File: src/ewp_pkg.sv
// Purpose: Shared constants and types for the configuration word loader.
// Assumes: Three ports, 16-bit memory words, 32-bit configuration registers.
// Notes:   Register access uses {port, byte offset} addressing.
package ewp_pkg;

  // --------------------------------------------------------------------
  // Sizes
  // --------------------------------------------------------------------
  localparam int unsigned NUM_PORTS  = 3;
  localparam int unsigned NUM_SLOTS  = 8;
  localparam int unsigned WORD_W     = 16;
  localparam int unsigned DATA_W     = 32;
  localparam int unsigned MADDR_W    = 8;
  localparam int unsigned CADDR_W    = 12;
  localparam int unsigned OFS_W      = 10;

  // --------------------------------------------------------------------
  // Configuration register byte offsets within one port
  // --------------------------------------------------------------------
  localparam logic [9:0] OFS_TIMERS    = 10'h070;
  localparam logic [9:0] OFS_PM_CTL    = 10'h074;
  localparam logic [9:0] OFS_LTW3      = 10'h080;
  localparam logic [9:0] OFS_LTW5      = 10'h088;
  localparam logic [9:0] OFS_TS_CTL    = 10'h08C;
  localparam logic [9:0] OFS_SLOT_CAP  = 10'h0D4;
  localparam logic [9:0] OFS_VC1_SLOT  = 10'h15C;
  localparam logic [9:0] OFS_TC_MAP    = 10'h160;

  // --------------------------------------------------------------------
  // Storage slot indices
  // --------------------------------------------------------------------
  localparam logic [2:0] SLOT_TIMERS   = 3'h0;
  localparam logic [2:0] SLOT_PM_CTL   = 3'h1;
  localparam logic [2:0] SLOT_LTW3     = 3'h2;
  localparam logic [2:0] SLOT_LTW5     = 3'h3;
  localparam logic [2:0] SLOT_TS_CTL   = 3'h4;
  localparam logic [2:0] SLOT_SLOT_CAP = 3'h5;
  localparam logic [2:0] SLOT_VC1_SLOT = 3'h6;
  localparam logic [2:0] SLOT_TC_MAP   = 3'h7;

  // --------------------------------------------------------------------
  // Memory word address groups (upper nibble)
  // --------------------------------------------------------------------
  localparam logic [3:0] GRP_PM        = 4'h8;
  localparam logic [3:0] GRP_CAP_LO    = 4'h9;
  localparam logic [3:0] GRP_CAP_HI    = 4'hA;
  localparam logic [3:0] GRP_LTW3_LO   = 4'hB;
  localparam logic [3:0] GRP_LTW3_HI   = 4'hC;
  localparam logic [3:0] GRP_REPLAY    = 4'hD;
  localparam logic [3:0] GRP_ACK       = 4'hE;
  localparam logic [3:0] GRP_VC1       = 4'hF;

  // --------------------------------------------------------------------
  // Field positions
  // --------------------------------------------------------------------
  localparam int unsigned PM_LINK_LSB   = 8;
  localparam int unsigned PM_LINK_MSB   = 13;
  localparam int unsigned PM_RXPOL_BIT  = 14;
  localparam int unsigned VGA_BIT       = 31;
  localparam int unsigned REPLAY_MSB    = 12;
  localparam int unsigned ACK_LSB       = 16;
  localparam int unsigned ACK_MSB       = 30;
  localparam int unsigned TS_LSB        = 24;
  localparam int unsigned TS_MSB        = 25;
  localparam int unsigned VC1_LSB       = 16;
  localparam int unsigned VC1_MSB       = 22;
  localparam int unsigned LTW5_LSB      = 24;

  localparam logic [31:0] REG_RESET     = 32'h0000_0000;
  localparam logic [1:0]  PORT_NONE     = 2'h3;

  // --------------------------------------------------------------------
  // Carriers
  // --------------------------------------------------------------------
  typedef struct packed {
    logic               valid;
    logic [7:0]         addr;
    logic [15:0]        data;
  } ewp_word_t;

  typedef struct packed {
    logic               wr;
    logic               rd;
    logic [11:0]        addr;
    logic [31:0]        wdata;
  } ewp_cfg_req_t;

endpackage : ewp_pkg

File: src/ewp_loader.sv
// Purpose: Scatters configuration memory words into per-port register fields.
// Assumes: Words arrive one per strobe from a memory reader on the same clock.
// Notes:   Software access opens only after the reader reports the load done.
//
// Function
// - Word 82h bits 5..0 to port1 74h[13:8]
// - PM word bit 6 to 74h[14]
// - PM word bit 7 to 70h[31]
// - PM word bits 15..8 to 88h[31:24]
// - Word 84h is port 2 PM word
// - Words 92h/94h to D4h low half
// - Words A2h/A4h to D4h high half
// - Words B0h..B4h to 80h low half
// - Words C0h..C4h to 80h high half
// - Words D0h..D4h bits 12..0 to 70h[12:0]
// - Same words bits 14..13 to 8Ch[25:24]
// - Words E0h..E4h to 70h[30:16]
// - Words F0h..F4h bits 6..0 to 15Ch[22:16]
// - Same words bits 15..8 to 160h[7:0]
`timescale 1ns/1ps
module ewp_loader (
  input  wire logic                 clk,
  input  wire logic                 rst_b,
  input  wire ewp_pkg::ewp_word_t   mem_word,
  input  wire logic                 mem_load_done,
  input  wire ewp_pkg::ewp_cfg_req_t cfg_req,
  output logic [31:0]               cfg_rdata_q,
  output logic                      cfg_rvalid_q,
  output logic                      cfg_ready_q
);

  // ------------------------------------------------------------------
  // State
  // ------------------------------------------------------------------
  typedef enum logic [1:0] {
    EWP_LOADING = 2'b01,
    EWP_READY   = 2'b10
  } ewp_state_t;

  ewp_state_t  state_q;
  logic [31:0] regs_q [ewp_pkg::NUM_PORTS][ewp_pkg::NUM_SLOTS];

  logic [3:0]  grp;
  logic [1:0]  wport;
  logic        wlegal;
  logic [15:0] wd;
  logic        load_en;
  logic [1:0]  cport;
  logic [2:0]  cslot;
  logic        chit;

  // ------------------------------------------------------------------
  // Word decode
  // ------------------------------------------------------------------
  // Low nibble 0, 2 or 4 selects port 0, 1 or 2; any other is dropped.
  assign grp     = mem_word.addr[7:4];
  assign wport   = mem_word.addr[2:1];
  assign wlegal  = (mem_word.addr[3] == 1'b0) && (mem_word.addr[0] == 1'b0)
                   && (wport != ewp_pkg::PORT_NONE);
  assign wd      = mem_word.data;
  assign load_en = mem_word.valid && wlegal && (state_q == EWP_LOADING);

  // ------------------------------------------------------------------
  // Configuration address decode
  // ------------------------------------------------------------------
  assign cport = cfg_req.addr[11:10];

  always_comb begin
    chit  = 1'b1;
    cslot = ewp_pkg::SLOT_TIMERS;
    case (cfg_req.addr[9:0])
      ewp_pkg::OFS_TIMERS:   cslot = ewp_pkg::SLOT_TIMERS;
      ewp_pkg::OFS_PM_CTL:   cslot = ewp_pkg::SLOT_PM_CTL;
      ewp_pkg::OFS_LTW3:     cslot = ewp_pkg::SLOT_LTW3;
      ewp_pkg::OFS_LTW5:     cslot = ewp_pkg::SLOT_LTW5;
      ewp_pkg::OFS_TS_CTL:   cslot = ewp_pkg::SLOT_TS_CTL;
      ewp_pkg::OFS_SLOT_CAP: cslot = ewp_pkg::SLOT_SLOT_CAP;
      ewp_pkg::OFS_VC1_SLOT: cslot = ewp_pkg::SLOT_VC1_SLOT;
      ewp_pkg::OFS_TC_MAP:   cslot = ewp_pkg::SLOT_TC_MAP;
      default:               chit  = 1'b0;
    endcase
    if (cport == ewp_pkg::PORT_NONE) begin
      chit = 1'b0;
    end
  end

  // ------------------------------------------------------------------
  // Load sequencing
  // ------------------------------------------------------------------
  // Gate on load done.
  always_ff @(posedge clk) begin
    if (!rst_b) begin
      state_q <= EWP_LOADING;
    end else begin
      case (state_q)
        EWP_LOADING: begin
          if (mem_load_done) begin
            state_q <= EWP_READY;
          end
        end
        EWP_READY: state_q <= EWP_READY;
        default:   state_q <= EWP_LOADING;
      endcase
    end
  end

  always_ff @(posedge clk) begin
    if (!rst_b) begin
      cfg_ready_q <= 1'b0;
    end else begin
      cfg_ready_q <= (state_q == EWP_READY);
    end
  end

  // ------------------------------------------------------------------
  // Register storage
  // ------------------------------------------------------------------
  // Software writes are whole words; the loader touches only its fields,
  // so the two never meet because writes wait for the ready state.
  always_ff @(posedge clk) begin
    if (!rst_b) begin
      for (int p = 0; p < ewp_pkg::NUM_PORTS; p++) begin
        for (int s = 0; s < ewp_pkg::NUM_SLOTS; s++) begin
          regs_q[p][s] <= ewp_pkg::REG_RESET;
        end
      end
    end else if (load_en) begin
      case (grp)
        ewp_pkg::GRP_PM: begin
          if (wport != 2'h0) begin
            regs_q[wport][ewp_pkg::SLOT_PM_CTL][13:8] <= wd[5:0];
            regs_q[wport][ewp_pkg::SLOT_PM_CTL][14] <= wd[6];
            regs_q[wport][ewp_pkg::SLOT_TIMERS][31] <= wd[7];
            regs_q[wport][ewp_pkg::SLOT_LTW5][31:24] <= wd[15:8];
          end
        end
        ewp_pkg::GRP_CAP_LO: begin
          if (wport != 2'h0) begin
            regs_q[wport][ewp_pkg::SLOT_SLOT_CAP][15:0] <= wd;
          end
        end
        ewp_pkg::GRP_CAP_HI: begin
          if (wport != 2'h0) begin
            regs_q[wport][ewp_pkg::SLOT_SLOT_CAP][31:16] <= wd;
          end
        end
        ewp_pkg::GRP_LTW3_LO: regs_q[wport][ewp_pkg::SLOT_LTW3][15:0] <= wd;
        ewp_pkg::GRP_LTW3_HI: regs_q[wport][ewp_pkg::SLOT_LTW3][31:16] <= wd;
        ewp_pkg::GRP_REPLAY: begin
          regs_q[wport][ewp_pkg::SLOT_TIMERS][12:0] <= wd[12:0];
          regs_q[wport][ewp_pkg::SLOT_TS_CTL][25:24] <= wd[14:13];
        end
        ewp_pkg::GRP_ACK: regs_q[wport][ewp_pkg::SLOT_TIMERS][30:16] <= wd[14:0];
        ewp_pkg::GRP_VC1: begin
          regs_q[wport][ewp_pkg::SLOT_VC1_SLOT][22:16] <= wd[6:0];
          regs_q[wport][ewp_pkg::SLOT_TC_MAP][7:0] <= wd[15:8];
        end
        default: ;
      endcase
    end else if (cfg_req.wr && chit && (state_q == EWP_READY)) begin
      regs_q[cport][cslot] <= cfg_req.wdata;
    end
  end

  // ------------------------------------------------------------------
  // Read answer
  // ------------------------------------------------------------------
  // No answer while loading.
  always_ff @(posedge clk) begin
    if (!rst_b) begin
      cfg_rdata_q  <= ewp_pkg::REG_RESET;
      cfg_rvalid_q <= 1'b0;
    end else begin
      cfg_rvalid_q <= cfg_req.rd && (state_q == EWP_READY);
      if (cfg_req.rd && chit && (state_q == EWP_READY)) begin
        cfg_rdata_q <= regs_q[cport][cslot];
      end else begin
        cfg_rdata_q <= ewp_pkg::REG_RESET;
      end
    end
  end
endmodule : ewp_loader

File: config.mk
export PLATFORM = sky130hd
export DESIGN_NAME = ewp_loader
export DESIGN_NICKNAME = d
export VERILOG_FILES = /design/src/ewp_pkg.sv /design/src/ewp_loader.sv
export SDC_FILE = /design/constraint.sdc
export NUM_CORES = 2
export LEC_CHECK = 0
export CORE_ASPECT_RATIO = 1.1
export CORE_MARGIN = 2
export CORE_UTILIZATION = 40
export CTS_CLUSTER_SIZE = 10
export DETAILED_ROUTE_END_ITERATION = 8
export DONT_BUFFER_PORTS = 1
export PLACE_DENSITY_LB_ADDON = 0.15
export REMOVE_ABC_BUFFERS = 1
export SYNTH_ARGS = -nofsm -noshare
export SYNTH_HDL_FRONTEND = slang
export SYNTH_SLANG_ARGS = --single-unit
export TNS_END_PERCENT = 5
File: constraint.sdc
create_clock -name clk -period 7.5 [get_ports clk]
set_input_delay 1.5 -clock clk [delete_from_list [all_inputs] [get_ports clk]]
set_output_delay 1.5 -clock clk [all_outputs]
set_load 0.01 [all_outputs]
Word-level counts from Yosys, hierarchy flattened

Memories as Yosys holds them, arrays and structs flattened.
Index checks and enable logic that the tools add are counted.

Output and inout bits: 34
Input port bits: 74
Bits in writable memories: 768
Memories kept: 1
Register bits after elaboration: 36
Word-level logic and storage cells: 100

Eq/ne operators: 21
Mux-type cells: 54
Reductions and logical operators: 15
Order comparisons: 2
Bitwise operators: 3

Memory list:

| name   | words | width | rd ports | clocked after Yosys merged registers in | write ports | line             | source |
|---|---|---|---|---|---|---|---|
| regs_q | 3     | 256   | 1        | 0                                       | 3           | ewp_loader.sv:41 | `logic [31:0] regs_q [ewp_pkg::NUM_PORTS][ewp_pkg::NUM_SLOTS];` |

Operators with widths:

| kind                                                       | number |
|---|---|
| two-way mux 256 bit                                        | 4 |
| OR reduction 256 bit                                       | 2 |
| binary-select mux 32 bit (select 3 bit)                    | 1 |
| demux 32 bit (select 3 bit)                                | 1 |
| two-way mux 32 bit                                         | 3 |
| == test 10 x 8 -> 1 bit, second input constant             | 4 |
| two-way mux 1 bit                                          | 39 |
| == test 4 bit, second input constant                       | 8 |
| case mux 3 bit (7 select lines)                            | 1 |
| == test 10 x 7 -> 1 bit, second input constant             | 2 |
| == test 10 x 9 -> 1 bit, second input constant             | 2 |
| logical AND 1 bit                                          | 10 |
| two-way mux 9 bit                                          | 1 |
| OR reduction 8 bit                                         | 1 |
| two-way mux 2 bit                                          | 3 |
| == test 2 bit, second input constant                       | 2 |
| >= comparator 4 bit, second input constant                 | 1 |
| less-than comparator 4 x 1 -> 1 bit, second input constant | 1 |
| inequality test 2 bit, second input constant               | 2 |
| NOT 3 -> 4 bit                                             | 1 |
| case mux 2 bit (2 select lines)                            | 1 |
| == test 2 x 1 -> 1 bit, second input constant              | 1 |
| NOT 1 bit                                                  | 2 |
| AND reduction 2 bit                                        | 1 |
| nonzero test 2 bit                                         | 1 |

Depth between registers and ports, before layout

Depth in word-level cells: 12
Depth in mapped cells: 11
Gate-level depth less buffers: 8

Worst setup path before layout

OpenSTA, ideal clock, no wires.

Path type: input to register
Start: input cfg_req[34] in the netlist's numbering
End: memory regs_q[0][100] in the netlist's numbering (enable)
Buffers on the path: 3
Cell stages on the path: 8
Setup slack: 1.614 ns
Setup time: 0.459 ns
Data required time: 7.041 ns
Arrival: 5.427 ns
Path through: or4b_1 -> or3_1 -> buf_2 -> and4_4 -> buf_6 -> o211a_1 -> clkbuf_1 -> o21ai_0

RTL lines:

| what               | line             | source |
|---|---|---|
| start: declaration | ewp_loader.sv:26 | `input wire ewp_pkg::ewp_cfg_req_t cfg_req,` |
| end: declaration   | ewp_loader.sv:41 |  |

==> summary.txt <==
Status
  – Status: finished, final reports clean

Timing
  – Final Worst Setup Slack: about 1900 ps
  – Layout Skew: between 15 and 20 ps
  – Number of setup violations in the final report: 0
  – Max_slew headroom: 7.923%
  – TNS Setup: 0 ps
  – Unrepaired setup endpoints after global routing: no
  – Tmin final: about 5600 ps
  – Fmax: about 0.18 GHz
  – Worst slew pin tran: approximately 1400 ps
  – Fin. Hold Viols: 0
  – Pins over their slew limit: 0
  – Hold WS: around 530 ps
  – Fin crit share: 74.15%

Clock tree
  – Root Buffer: clkbuf_16
  – Clk slew on worst S/H paths: about 50 ps
  – CTS tree: built
  – H-tree Lvls: 3
  – CTS Buf Count: around 120
  – Post-cts sizing count: 0
  – Setup bufs post-CTS: 0
  – Maximum clock insertion buffer count: 3
  – CTS Hold Buffers Added: 0
  – Clock latency on the worst-skew pair: 710 ps
  – Clk sinks: 1,060

Placement
  – Gpl congestion: 0.8143
  – Port Buffer Count: 0
  – HPWL after DPL: roughly 86,000 um
  – Post-placement setup slack: 1263 ps

Power and ir drop
  – Max VDD drop: 0.0001905 V
  – Leakage power: ~18 nW
  – Power per Cell Area: 249.0 nW/um^2

Detailed routing
  – Routed vias: between 20,000 and 30,000
  – Routed WL: approximately 140,000 um
  – Initial drt markers: approximately 2,800
  – Routed Antenna Nets: 0
  – WL/cell: 30.52 um
  – Vias/cell: between 5 and 6
  – DRC violations left: 0
  – DR pass1 iterations: 5

Hold path
  – Hold path start: state_q[1]
  – Hold Path Depth: 1
  – Worst Hold Class: flop to flop
  – Worst hold endpoint: state_q[1]

Worst setup path
  – Reg2reg path depth: 9
  – Crit end category: flop
  – Worst endpoint required time: ~8000 ps
  – Startpoint Class: input port
  – Crit-path max cell delay: between 900 and 1000 ps
  – Critical R2R Capture: regs_q[2][251]
  – CP max FO: 260
  – Worst R2R Start: state_q[1]
  – Cell mode on critical path: nand2_1
  – Critical Path AT: 5890 ps
  – CP max-delay cell: nand2_1
  – Worst-path cell chain: nand2_1 > o211ai_1 > buf_4 > or2_2 > o21ai_0 > nand3_1 > nand2_1
  – Crit path kind: input port to flop
  – Reg2reg setup slack: roughly 2900 ps

GRT
  – Initial antenna violation count: 16
  – First-pass GRT wire length: between 150,000 and 200,000 um
  – Vias in the first global route: 26,115
  – GRT Resource Usage Total: around a quarter
  – Largest net degree at the start of global routing: a little under 300
  – GRT overflow: 0

Synthesis
  – Synthesized area: roughly 45,000 um^2
  – Async SR Flop Fraction: 0%
  – Yosys top cell area share: between 60 and 70%
  – Sequential share of the synthesized area: 70.49%
  – Mapped Cells: approximately 2,600
  – YS warnings: 0
  – Mean post-synth cell area: ~17 um^2
  – Distinct cells, synth: between 70 and 80
  – Number of synthesized register bits: around 1,100
  – Synth area leaders: edfxtp_1 (69%), mux4_2 (13%), nor2_1 (2.3%), and2_1 (2.0%), and3_1 (1.8%)
  – EDFF count, synth: ~1,000
  – Post-synth top flop: edfxtp_1
  – Post-synth top area cell: edfxtp_1

Floorplanning
  – Initial Util: between 40% and 50%
  – Die Wd: 322.5 um
  – Core box area: roughly 110,000 um^2
  – Height of the die: between 300 and 400 um
  – # IOs: roughly 110
  – Row Count: 128
  – Die Area: ~110,000 um^2

Finish
  – Fin nets: 2,933
  – Area grow syn2layout: 13.57%
  – Share of cells above drive strength 1: around 18%
  – Fin util: approximately 46%
  – Fill count: 9,658

Run
  – # Max-Cap Violations: 0
[per-stage QoR]
step / area [um^2] / total power [mW] / cells
after global placement: 47210 / 7.385 / 4232
after global routing: 50690 / 12.97 / 4452
after detailed placement: 47210 / 7.402 / 4232
after CTS: 50680 / 12.72 / 4449
final: 50700 / 12.63 / 4457
after floorplan: 44720 / 7.200 / 2686
[cells in the final DEF, fill, tap and decap left out, types with 8 or more instances in the layout]
cell / count
edfxtp_1: 1024
nor2_1: 260
mux4_2: 256
conb_1: 256
and2_1: 146
and3_1: 124
clkbuf_16: 121
clkbuf_1: 85
nand2_1: 83
a21oi_1: 68
a221oi_1: 64
inv_1: 63
mux2i_1: 63
buf_4: 51
dfxtp_1: 36
o22ai_1: 32
o2bb2ai_1: 31
nor2_2: 25
nor3_1: 15
a21oi_2: 13
nand3_1: 9
diode_2: 8
o21ai_4: 8
a21oi_4: 8
[registers in the layout, summed over array words and instances (netlist names)]
| name | count |
|---|---|
| regs_q | 1024 |
| cfg_ready_q | 1 |
| cfg_rdata_q | 32 |
| cfg_rvalid_q | 1 |
| state_q | 2 |
[logic make-up after synthesis]
family,Yosys count,synth area share (%)
flip-flops,1060,70.49
XOR/XNOR,1,0.01962
multiplexers,319,14.33
other,1,0.008399
AND/OR/NAND/NOR,723,8.281
adder cells (fa/ha/maj),2,0.05604
AO/OA/AOI/OAI,262,4.310
buffers and inverters,267,2.511
[power by group]
part / leakage [nW] / internal, mW / switching [mW]
registers: 10.8 / 6.69 / 0.0611
clock network: 1.65 / 3.04 / 2.30
logic: 5.70 / 0.234 / 0.302
[how the worst max path moves through the flow]
stage                      to  slack (ps)   startpoint
2_1_floorplan   regs_q[1][32]       -1450  cfg_req[34]
3_3_place_gp   regs_q[2][248]        1320  cfg_req[37]
3_5_place_dp   regs_q[2][248]        1260  cfg_req[37]
4_1_cts        regs_q[2][251]        2010  cfg_req[37]
5_1_grt        regs_q[2][251]        1760  cfg_req[37]
6_report       regs_q[2][251]        1940  cfg_req[43]
[critical path: cells and delay by family]
kind,cells,cell delay [ps]
and+or+nand+nor,4,2640
AOI/OAI and AO/OA,2,940
buffers and inverters,1,220
[final cells by class]
type,count,area [um^2],share of cell area (%)
antenna,8,20.02,0.03948
clock buffer,211,3416,6.737
clock inverter,6,56.30,0.1110
inverter,63,236.5,0.4664
multi-input combinational,1563,13250,26.14
sequential,1060,31470,62.07
tap,1495,1871,3.689
timing repair buffer,51,382.9,0.7551
[Yosys cell counts (3+ instances only)]
cell / count
a221oi_1: 64
mux2i_1: 63
nor2_2: 18
nand3_1: 12
o211a_1: 3
o211ai_1: 4
clkbuf_1: 136
edfxtp_1: 1024
a21oi_1: 74
clkbuf_2: 3
or2_2: 5
nand2b_1: 4
nor2_1: 269
inv_1: 63
o21ai_1: 3
buf_2: 29
nand4_1: 7
nand2_1: 84
buf_6: 8
o2bb2ai_1: 31
o22ai_1: 32
and3_1: 125
buf_4: 5
mux4_2: 256
and2_1: 146
dfxtp_1: 36
o21ai_0: 14
nor2b_1: 3
nor3_1: 16
buf_1: 23
a21oi_2: 13
nand2_2: 5
[layer usage]
layer / global-route usage [%] / part of all wire, % / vias up
li1: - / - / 10575
met2: 40.79 / 51 / 1055
met5: 0 / 0.051 / -
met4: 7.346 / 2.6 / 12
met1: 31.16 / 39 / 13606
met3: 4.256 / 7.2 / 223
Note: power is estimated with default switching activity, not from simulation.
